==> src/logic/sdlc_enh_pkg.sv <==
package sdlc_enh_pkg;
    localparam int count_w = 14;
    localparam int status_w = 5;
    // register indices, bit 3 is the upper-bank selector
    localparam logic [3:0] reg_main_status = 4'h0;
    localparam logic [3:0] reg_special_rx = 4'h1;
    localparam logic [3:0] reg_irq_vector = 4'h2;
    localparam logic [3:0] reg_pending_irq = 4'h3;
    localparam logic [3:0] reg_rx_param = 4'h3;
    localparam logic [3:0] reg_txrx_mode = 4'h4;
    localparam logic [3:0] reg_tx_param = 4'h5;
    localparam logic [3:0] reg_frame_low = 4'h6;
    localparam logic [3:0] reg_frame_high = 4'h7;
    localparam logic [3:0] reg_flag_pattern = 4'h7;
    localparam logic [3:0] reg_master_irq = 4'h9;
    localparam logic [3:0] reg_misc_ctrl = 4'ha;
    localparam logic [3:0] reg_ext_b = 4'hb;
    localparam logic [3:0] reg_ext_d = 4'hd;
    localparam logic [3:0] reg_ext_e = 4'he;
    localparam logic [3:0] reg_enh_enable = 4'hf;
    // enhancement enable fields
    localparam int enh_opt_bit = 0;
    localparam int enh_fifo_bit = 2;
    // option register fields
    localparam int opt_auto_flag = 0;
    localparam int opt_auto_eom = 1;
    localparam int opt_auto_rts = 2;
    localparam int opt_force_txd = 3;
    localparam int opt_fast_req = 4;
    localparam int opt_rx_crc = 5;
    localparam int opt_ext_read = 6;
    localparam int opt_must_zero = 7;
    // misc control idle bits needed by auto rts
    localparam int misc_idle_bit = 3;
    localparam int misc_abort_bit = 2;
    localparam logic [7:0] reset_byte = 8'h00;
    localparam logic [count_w-1:0] count_zero = 14'h0000;
    localparam logic [1:0] crc_tail_bits = 2'h2;
    localparam int buf_depth = 2;

    typedef struct packed {
        logic [count_w-1:0] count;
        logic [status_w-1:0] status;
    } frame_entry_t;

    typedef struct packed {
        logic wr;
        logic rd;
        logic chan;
        logic [3:0] idx;
        logic [7:0] wdata;
    } host_req_t;
endpackage

==> src/logic/frame_entry_buf.sv <==
`timescale 1ns/100ps
module frame_entry_buf
    import sdlc_enh_pkg::*;
(
    // clock and reset
    input wire logic clk,
    input wire logic resetn,
    input wire logic flush,
    // fill side
    input wire logic in_valid,
    output logic in_ready,
    input wire frame_entry_t in_data,
    // drain side
    output logic out_valid,
    input wire logic out_ready,
    output frame_entry_t out_data
);
    typedef struct packed {
        frame_entry_t [buf_depth-1:0] mem;
        logic wp;
        logic rp;
        logic [1:0] used;
    } buf_state_t;

    buf_state_t st;
    buf_state_t next_st;
    logic push;
    logic pop;

    always_comb begin
        push = in_valid && (st.used != 2'(buf_depth));
        pop = out_valid && out_ready;
        next_st = st;
        if (push) begin
            next_st.mem[st.wp] = in_data;
            next_st.wp = ~st.wp;
        end
        if (pop) begin
            next_st.rp = ~st.rp;
        end
        next_st.used = st.used + 2'(push) - 2'(pop);
        if (flush) begin
            next_st.wp = 1'b0;
            next_st.rp = 1'b0;
            next_st.used = 2'h0;
        end
    end

    always_ff @(posedge clk or negedge resetn) begin
        if (!resetn) begin
            st <= '0;
        end else begin
            st <= next_st;
        end
    end

    assign in_ready = st.used != 2'(buf_depth);
    assign out_valid = st.used != 2'h0;
    assign out_data = st.mem[st.rp];
endmodule // frame_entry_buf

==> src/logic/sdlc_enhancement_register_map.sv <==
`timescale 1ns/100ps
module sdlc_enhancement_register_map
    import sdlc_enh_pkg::*;
(
    // clock and reset
    input wire logic clk,
    input wire logic resetn,
    input wire logic chan_reset,
    // host register access, same clock domain
    input wire host_req_t host,
    output logic [7:0] rdata,
    // core status images, per channel except the shared pending_irq
    input wire logic [7:0] main_status_a,
    input wire logic [7:0] main_status_b,
    input wire logic [7:0] special_rx_a,
    input wire logic [7:0] special_rx_b,
    input wire logic [7:0] vector_readback_a,
    input wire logic [7:0] vector_readback_b,
    input wire logic [7:0] pending_irq,
    input wire logic [7:0] upper_status_a,
    input wire logic [7:0] upper_status_b,
    input wire logic sdlc_mode_a,
    input wire logic sdlc_mode_b,
    // receiver events per channel, bit 1 is channel A
    input wire logic [1:0] rx_fifo_write,
    input wire logic [1:0] rx_flag_seen,
    input wire logic [1:0] rx_end_of_frame,
    input wire logic [status_w-1:0] rx_status_a,
    input wire logic [status_w-1:0] rx_status_b,
    // transmitter events per channel
    input wire logic [1:0] rts_host,
    input wire logic [1:0] closing_flag_done,
    // frame status drain, bit 1 is channel A
    output logic [1:0] frame_valid,
    input wire logic [1:0] frame_ready,
    output frame_entry_t frame_a,
    output frame_entry_t frame_b,
    // channel control outputs
    output logic [1:0] rts_out,
    output logic [1:0] crc_tail_shift,
    output logic [1:0] fifo_enabled,
    output logic [7:0] option_a,
    output logic [7:0] option_b
);
    typedef struct packed {
        logic [7:0] enh_enable;
        logic [7:0] sdlc_option;
        logic [7:0] rx_param;
        logic [7:0] txrx_mode;
        logic [7:0] tx_param;
        logic [7:0] misc_ctrl;
        logic [7:0] flag_pattern;
        logic [count_w-1:0] count;
        logic [status_w-1:0] last_status;
        logic [count_w-1:0] last_count;
        logic rts;
        logic crc_shift;
        logic [1:0] crc_left;
        logic fifo_on;
        logic overflow;
    } chan_t;

    typedef struct packed {
        chan_t [1:0] ch;
        logic [7:0] irq_vector;
        logic [7:0] master_irq;
        logic [7:0] rdata;
        logic [1:0] push;
    } state_t;

    state_t st;
    state_t next_st;
    logic [1:0] buf_in_ready;
    frame_entry_t [1:0] buf_in;
    frame_entry_t [1:0] buf_out;
    logic [1:0] sdlc_mode;
    logic [1:0] buf_valid;

    assign sdlc_mode = {sdlc_mode_a, sdlc_mode_b};

    function automatic logic count_enabled(input chan_t c, input logic sdlc);
        return sdlc && c.enh_enable[enh_fifo_bit];
    endfunction

    function automatic logic ext_read(input chan_t c);
        return c.enh_enable[enh_opt_bit] && c.sdlc_option[opt_ext_read];
    endfunction

    // read mux; the remap depends on both enables of the addressed channel
    function automatic logic [7:0] read_reg(input chan_t c, input logic [3:0] idx,
                                            input logic [7:0] s0, input logic [7:0] s1,
                                            input logic [7:0] s2, input logic [7:0] s3,
                                            input logic [7:0] up);
        logic fifo;
        logic ext;
        logic [7:0] v;
        fifo = c.enh_enable[enh_fifo_bit];
        ext = ext_read(c);
        v = up;
        unique case (idx)
            reg_main_status: v = s0;
            reg_special_rx: v = s1;
            reg_irq_vector: v = s2;
            reg_pending_irq: v = s3;
            reg_txrx_mode: v = ext ? c.txrx_mode : s0;
            reg_tx_param: v = ext ? c.tx_param : s1;
            reg_frame_low: begin
                if (fifo) begin
                    v = c.last_count[7:0];
                end else begin
                    v = s2;
                end
            end
            reg_frame_high: begin
                if (fifo) begin
                    v = {c.overflow, buf_nonempty(c), c.last_count[count_w-1:8]};
                end else begin
                    v = s3;
                end
            end
            reg_master_irq: begin
                if (ext) begin
                    v = c.rx_param;
                end else if (fifo) begin
                    v = up; // upper image of 13 arrives on up for this slot
                end
            end
            reg_ext_b: v = ext ? c.misc_ctrl : up;
            reg_ext_e: v = ext ? c.sdlc_option : up;
            default: v = up;
        endcase
        return v;
    endfunction

    function automatic logic buf_nonempty(input chan_t c);
        return c.fifo_on;
    endfunction

    always_comb begin
        chan_t c;
        logic [7:0] s0;
        logic [7:0] s1;
        logic [7:0] s2;
        logic [7:0] up;
        c = '0;
        s0 = 8'h00;
        s1 = 8'h00;
        s2 = 8'h00;
        up = 8'h00;
        next_st = st;
        next_st.push = 2'b00;
        for (int i = 0; i < 2; i++) begin
            c = st.ch[i];
            // host write; the two shared registers ignore the channel select
            if (host.wr && host.chan == 1'(i)) begin
                unique case (host.idx)
                    reg_rx_param: c.rx_param = host.wdata;
                    reg_txrx_mode: c.txrx_mode = host.wdata;
                    reg_tx_param: c.tx_param = host.wdata;
                    reg_flag_pattern: begin
                        if (c.enh_enable[enh_opt_bit]) begin
                            c.sdlc_option = host.wdata;
                            c.sdlc_option[opt_must_zero] = 1'b0;
                        end else begin
                            c.flag_pattern = host.wdata;
                        end
                    end
                    reg_misc_ctrl: c.misc_ctrl = host.wdata;
                    reg_enh_enable: begin
                        c.enh_enable = host.wdata;
                        if (!host.wdata[enh_fifo_bit]) begin
                            c.overflow = 1'b0;
                        end
                    end
                    default: c = c;
                endcase
            end
            // byte counter
            if (!count_enabled(st.ch[i], sdlc_mode[i])) begin
                c.count = count_zero;
            end else if (rx_end_of_frame[i] || rx_flag_seen[i]) begin
                if (rx_end_of_frame[i]) begin
                    // capture before clearing
                    next_st.push[i] = 1'b1;
                    c.last_count = st.ch[i].count;
                    c.last_status = (i == 1) ? rx_status_a : rx_status_b;
                    if (!buf_in_ready[i]) begin
                        c.overflow = 1'b1;
                    end
                end
                c.count = count_zero;
            end else if (rx_fifo_write[i]) begin
                c.count = st.ch[i].count + 14'h0001;
            end
            c.fifo_on = buf_valid[i];
            // auto rts turnoff holds rts until the closing flag leaves
            if (rts_host[i]) begin
                c.rts = 1'b1;
            end else if (c.enh_enable[enh_opt_bit] && c.sdlc_option[opt_auto_rts] && sdlc_mode[i]
                         && c.misc_ctrl[misc_idle_bit] && !c.misc_ctrl[misc_abort_bit]) begin
                if (closing_flag_done[i]) begin
                    c.rts = 1'b0;
                end
            end else begin
                c.rts = 1'b0;
            end
            // full crc reception: two extra shift clocks at end of frame
            c.crc_shift = 1'b0;
            if (st.ch[i].crc_left != 2'h0) begin
                c.crc_shift = 1'b1;
                c.crc_left = st.ch[i].crc_left - 2'h1;
            end else if (rx_end_of_frame[i] && c.enh_enable[enh_opt_bit] && c.sdlc_option[opt_rx_crc]) begin
                c.crc_left = crc_tail_bits;
            end
            if (chan_reset) begin
                c = '0;
            end
            next_st.ch[i] = c;
        end
        if (host.wr && host.idx == reg_irq_vector) begin
            next_st.irq_vector = host.wdata;
        end
        if (host.wr && host.idx == reg_master_irq) begin
            next_st.master_irq = host.wdata;
        end
        if (host.chan) begin
            s0 = main_status_a;
            s1 = special_rx_a;
            s2 = vector_readback_a;
            up = upper_status_a;
        end else begin
            s0 = main_status_b;
            s1 = special_rx_b;
            s2 = vector_readback_b;
            up = upper_status_b;
        end
        if (host.rd) begin
            next_st.rdata = read_reg(st.ch[host.chan], host.idx, s0, s1, s2, pending_irq, up);
        end
    end

    always_ff @(posedge clk or negedge resetn) begin
        if (!resetn) begin
            st <= '0;
        end else begin
            st <= next_st;
        end
    end

    // one status buffer per channel; a stall by the drain side holds entries
    for (genvar g = 0; g < 2; g++) begin : g_buf
        assign buf_in[g] = '{count: st.ch[g].last_count, status: st.ch[g].last_status};
        frame_entry_buf u_buf (
            .clk(clk),
            .resetn(resetn),
            .flush(chan_reset || !st.ch[g].enh_enable[enh_fifo_bit]),
            .in_valid(st.push[g]),
            .in_ready(buf_in_ready[g]),
            .in_data(buf_in[g]),
            .out_valid(buf_valid[g]),
            .out_ready(frame_ready[g]),
            .out_data(buf_out[g])
        );
    end

    assign rdata = st.rdata;
    assign frame_valid = buf_valid;
    assign frame_a = buf_out[1];
    assign frame_b = buf_out[0];
    assign rts_out = {st.ch[1].rts, st.ch[0].rts};
    assign crc_tail_shift = {st.ch[1].crc_shift, st.ch[0].crc_shift};
    assign fifo_enabled = {st.ch[1].enh_enable[enh_fifo_bit], st.ch[0].enh_enable[enh_fifo_bit]};
    assign option_a = st.ch[1].sdlc_option;
    assign option_b = st.ch[0].sdlc_option;
endmodule // sdlc_enhancement_register_map

==> config.mk <==
export PLATFORM = sky130hd
export DESIGN_NAME = sdlc_enhancement_register_map
export DESIGN_NICKNAME = d
export VERILOG_FILES = /design/src/logic/sdlc_enh_pkg.sv /design/src/logic/frame_entry_buf.sv /design/src/logic/sdlc_enhancement_register_map.sv
export SDC_FILE = /design/constraint.sdc
export NUM_CORES = 1
export LEC_CHECK = 0
export BUFFER_PORTS_ARGS = -buffer_cell sky130_fd_sc_hd__clkbuf_2
export CAP_MARGIN = 30
export CORE_UTILIZATION = 46
export DETAILED_ROUTE_END_ITERATION = 6
export GPL_TIMING_DRIVEN = 0
export PLACE_DENSITY = 0.66
export SLEW_MARGIN = 20
export SYNTH_ARGS = -nofsm -noshare
export SYNTH_HDL_FRONTEND = slang
export SYNTH_SLANG_ARGS = --single-unit
==> constraint.sdc <==
create_clock -name clk -period 2.6 [get_ports clk]
set_input_delay 0.78 -clock clk [delete_from_list [all_inputs] [get_ports clk]]
set_output_delay 0.78 -clock clk [all_outputs]
set_load 0.02 [all_outputs]
---- After elaboration in Yosys (flattened, before gate mapping) ----
Index checks and enable logic that the tools add are counted.
cells by class
  add/subtract/negate cells ............... 8
  $lt $le $gt $ge ......................... 7
  equal/unequal tests ..................... 20
  mux-type cells .......................... 91
  bitwise operators ....................... 5
  reduce and logical (&&, ||, !) cells .... 66
operator list
  operator                                                                       number
  90-bit 2-to-1 mux                                                              6
  19-bit 2-to-1 mux                                                              12
  8-bit 2-to-1 mux                                                               24
  8-bit case mux with 11 select lines                                            1
  14-bit 2-to-1 mux                                                              6
  38-bit bitwise mux                                                             2
  19-bit demux with 1-bit select                                                 2
  2-bit nonzero test                                                             18
  1-bit 2-to-1 mux                                                               30
  14-bit by 1-bit adder with 14-bit output (second input constant)               2
  1-bit logical AND                                                              23
  4-bit equality test (second input constant)                                    5
  2-bit AND reduction                                                            10
  4-bit by 3-bit equality test with 1-bit output (second input constant)         4
  3-bit AND reduction                                                            4
  1-bit by 2-bit less-than comparator with 1-bit output (second input constant)  5
  4-bit by 2-bit equality test with 1-bit output (second input constant)         2
  2-bit 2-to-1 mux                                                               4
  4-bit 2-to-1 mux                                                               2
  2-bit != test (second input constant)                                          4
  4-bit by 3-bit != test with 1-bit output (second input constant)               2
  4-bit != test (second input constant)                                          2
  3-bit 2-to-1 mux                                                               2
  3-bit nonzero test                                                             2
  other kinds (9)                                                                23
word-level totals
  register bits ........................... 274
  input port bits ......................... 114

---- Depth between registers and ports, before layout ----
  depth in word-level cells ............... 10
  mapped depth ............................ 9

---- Cells and area by module ----
A second synthesis with hierarchy kept.
second synthesis, totals
  cell total of the unflattened synthesis .. 1251
  area total of the unflattened synthesis .. 13513.0 um^2
modules (own cells, without submodules)
  module                         times used  cells an instance  area each (um^2)  seq. area each (um^2)
  sdlc_enhancement_register_map  1           1005               9669.3            4254.1
  frame_entry_buf                2           123                1921.8            1051.0

---- Least setup slack after synthesis ----
No wires, ideal clock.
  kind .................................... input port to flip-flop
  start point ............................. input port host[12] (netlist bit)
  end point ............................... register st, in the netlist rdata[1]
  library setup time ...................... 0.134 ns
  arrival ................................. 2.149 ns
  required time ........................... 2.466 ns
  slack ................................... 0.316 ns
  cell stages on the path ................. 6
  path buffers ............................ 2
  cell sequence ........................... buf_6 o21ai_1 buf_4 mux4_2 a2111oi_0 a21oi_1
between the ends
  longest elaborated chain between the ends .. 5
RTL lines
  what                                                  RTL line                              source
  start, declared                                       sdlc_enhancement_register_map.sv:10   input wire host_req_t host,
  90-bit 2-to-1 mux (not written as such) (2 in a row)  sdlc_enhancement_register_map.sv:238  next_st.rdata = read_reg(st.ch[host.chan], host.idx, s0, s1, s2, pending_irq, up);
  1-bit logical AND                                     sdlc_enhancement_register_map.sv:86   return c.enh_enable[enh_opt_bit] && c.sdlc_option[opt_ext_read];
  8-bit 2-to-1 mux, on equally long branches            n/a
  8-bit case mux with 11 select lines (*)               sdlc_enhancement_register_map.sv:100  unique case (idx)
  end signal, assigned                                  sdlc_enhancement_register_map.sv:246  st <= next_st;
  end, declared                                         sdlc_enhancement_register_map.sv:71   state_t st;
Every way passes the cells marked *; elsewhere a longest branch is shown, timed or not. The select of a mux whose other input is x is not followed.
A chain may end at the register's enable or synchronous reset.

---- Worst setup path in the final report ----
  start point ............................. input port host[12] (netlist bit)
  end point ............................... register st, in the netlist rdata[3]
Same word-level chain as after synthesis.

==> qor.txt <==
Outcome = finished clean
Min Tclk post-route = 2.55 ns
Flops & latches, synth = 254
Worst EP required = 3.02 ns
Hold Path Class = in2async
Max-cap violations = 0
Clk buf depth = 3
Layout Skew = 0.0113 ns
Final hold viol count = 0
PD cells = 566 nW/µm²
Area share of the largest cell type after synthesis = 48.0%
Routed wire length = 40400 µm
Vias in the first global route = 10300
DRT iter0 DRCs = 1061
Drc violations = 0
Sequential fraction of the synthesis area = 48.0%
RSZ-0062 raised after global routing = true
Die Ht = 172 µm
Area contributors post-synth = dfrtp_1 (48%), mux2_2 (12%), mux2i_1 (7.7%), nand2_1 (4.5%), a21oi_1 (3.6%)
Final ANT Viol Nets = 0
Synthesized area = 13200 µm²
Largest net degree at the start of global routing = 93
Initial antenna violation count = 2
GR Util met1 = 38.5%
Synthesized area per cell = 10.5 µm²
Total area of sequential cells = 6360 µm²
Total grt overflow = 0
Worst Setup End Kind = flop
Critical setup path kind = in2reg
Worst VDD drop = 561 µV
Area of the multi-input gates = 6170 µm²
Clock root buffer = clkbuf_16
Synth unique cells = 66
Worst path cell trace = clkbuf_2 -> buf_6 -> buf_6 -> buf_2 -> mux2i_1 -> o211ai_1 -> a2111oi_1 -> a21oi_1
FP Rows = 61
Top Usage Layer GRT = met2
Via count = 10600
Slowest stage cell on the critical path = a2111oi_1
Syn. warnings = 0
Critical path startpoint category = input pin
Mapped Cells = 1261
Vias per cell = 5.67
CP max stage delay = 0.53 ns
CTS tree = built
GR met3 Demand/Resource = 4.00%
Fmax = 392 MHz
IO Count = 184
PnR worst setup slack = 0.0486 ns
Top cell by count, worst path = buf_6
Min Hold Slack = 0.239 ns
Arr. time, crit path = 2.97 ns
Final setup vio count = 0
Cts bufs inserted = 28
Chip width = 172 µm
Max-slew headroom = 43.4%
Die area = 29500 µm²
Worst slew pin tran = 0.849 ns
Number of hold buffers added after cts = 0
Final Slew Violations = 0
Clk_lat worst skew = 0.56 ns
Drt pass-1 iters = 6
Final period utilization = 98.1%
Number of H-tree levels = 1
Met2 Track Usage GR = 44.7%
Clock Sink Count = 254
Fill cells = 2526
First-pass GRT wire length = 61300 µm
Post-synth top area cell = dfrtp_1
Area Growth Syn to Fin = 17.7%
Max Fanout on Critical Path = 10
Overall Global Routing Usage = 27.8%
Initial Util = 47.3%
Core Area = 28000 µm²
Post-synth EDFFs = 0
Wire per inst = 21.6 µm
Ys async rst share = 100%
Nets = 1593
# Post-CTS Setup Buffers = 0
Routability Congestion = 0.958
Fraction of layout instances using a drive strength above 1 = 30.0%
Static Leak = 7.39 nW
Port-buffer cells = 173
Post-Place Worst Slack = -0.541 ns
Reg clk slew, reported paths = 0.06 ns
Post-CTS Resized = 4
Post-DP HPWL = 29600 µm
Synth Flop Type = dfrtp_1
## report_power, final
| group | internal (mW) | switching [mW] | leakage (nW) | total, mW |
|---|---|---|---|---|
| Sequential | 4.01 | 0.0315 | 3.52 | 4.04 |
| Combinational | 0.334 | 0.539 | 3.43 | 0.873 |
| Clock | 2.27 | 1.64 | 0.428 | 3.91 |
## metal layers
metal / up-vias / wire length [µm]
met5: - / 0
met4: 0 / 1250
met3: 81 / 2980
met2: 450 / 18600
met1: 5224 / 17600
li1: 4843 / -
## cell usage in the layout, fill, tap and decap left out, types with 3 or more instances in the layout
master / synthesis / routed
or3_1: 3 / 3
nor2b_1: 8 / 8
clkbuf_16: 0 / 28
and2_1: 3 / 3
xnor2_1: 11 / 11
o21ai_0: 29 / 29
a221o_1: 5 / 5
dfrtp_1: 254 / 254
a22o_1: 3 / 3
o31ai_1: 3 / 3
clkbuf_8: 0 / 4
nor2_1: 108 / 108
buf_6: 3 / 3
mux2i_1: 102 / 102
and3_1: 8 / 8
o211ai_1: 5 / 5
clkbuf_1: 44 / 52
mux4_2: 5 / 5
nand3_1: 42 / 42
buf_16: 0 / 3
mux2_2: 143 / 143
a221oi_1: 9 / 9
nor3_1: 11 / 11
inv_1: 20 / 20
xor2_1: 23 / 23
nand2_1: 158 / 158
nand4_1: 11 / 11
a22oi_1: 13 / 13
o22ai_1: 20 / 20
a21oi_1: 94 / 94
clkbuf_2: 0 / 173
o2111a_1: 3 / 3
ha_1: 10 / 10
buf_2: 17 / 18
buf_1: 3 / 3
nand2b_1: 3 / 3
buf_4: 44 / 45
clkinv_2: 0 / 3
## flip-flops by register name (all words and copies together), names as in the netlist
name	cells
st	104
fifo_enabled	2
option_a	7
crc_tail_shift	2
rdata	8
g_buf.u_buf.st	84
option_b	7
rts_out	2
buf_in	38
## layout make-up
type                       count  area share, %
multi-input combinational    875           39.6
inverter                      21          0.506
antenna                        2         0.0321
sequential                   254           40.8
timing repair buffer         177           6.19
buffer                       112           4.18
clock buffer                  43           5.05
tap                          378           3.04
clock inverter                 6          0.586
## Yosys cell counts, types with 8 or more instances
cell      count
xor2_1       23
buf_4        44
mux2i_1     102
and3_1        8
dfrtp_1     254
nor3_1       11
nand4_1      11
clkbuf_1     44
nor2b_1       8
ha_1         10
mux2_2      143
o22ai_1      20
inv_1        20
o21ai_0      29
nand2_1     158
xnor2_1      11
buf_2        17
a21oi_1      94
a22oi_1      13
nand3_1      42
nor2_1      108
a221oi_1      9
## worst max-delay path: cells and delay by family
kind | cells | cell delay [ns]
compound gates | 3 | 0.80
mux | 1 | 0.44
buf+inv | 4 | 0.92
## worst paths after layout
path | from | endpoint | slack [ns] | depth (start not counted)
max | host[12] | rdata[3] | 0.05 | 8
min | resetn | crc_tail_shift[0] | 0.24 | 2
max reg2reg | st[113] | rdata[3] | 0.15 | 6
min reg2reg | st[28] | st[28] | 0.48 | 2
max in group asynchronous | resetn | g_buf[1].u_buf.st[23] | 1.14 | 4
min in group clk | rx_status_b[1] | buf_in[1] | 0.44 | 3
## logic make-up after synthesis
family          after synthesis  synth area share [%]
compound gates              203                  9.48
buf+inv                     133                  5.44
mux                         250                  20.7
fa+ha+maj                    10                 0.945
simple gates                376                  13.1
xor+xnor                     34                  2.25
flops                       254                  48.0
other cells                   1                0.0283
## per-stage QoR
stage / TNS, ns / utilization (%) / total power [mW] / std cells / area (µm²)
global placement: -1164.86 / 52.0 / 4.95 / 1813 / 14600
global route: -0.0674 / 55.6 / 9.10 / 1868 / 15600
detailed placement: -3.19 / 52.4 / 4.97 / 1817 / 14700
finish: 0 / 55.6 / 8.82 / 1868 / 15600
floorplan: 0 / - / 4.58 / 1262 / 13200
CTS: 0 / 55.6 / 8.86 / 1866 / 15600
No activity file was read; power rests on OpenSTA's default activity.
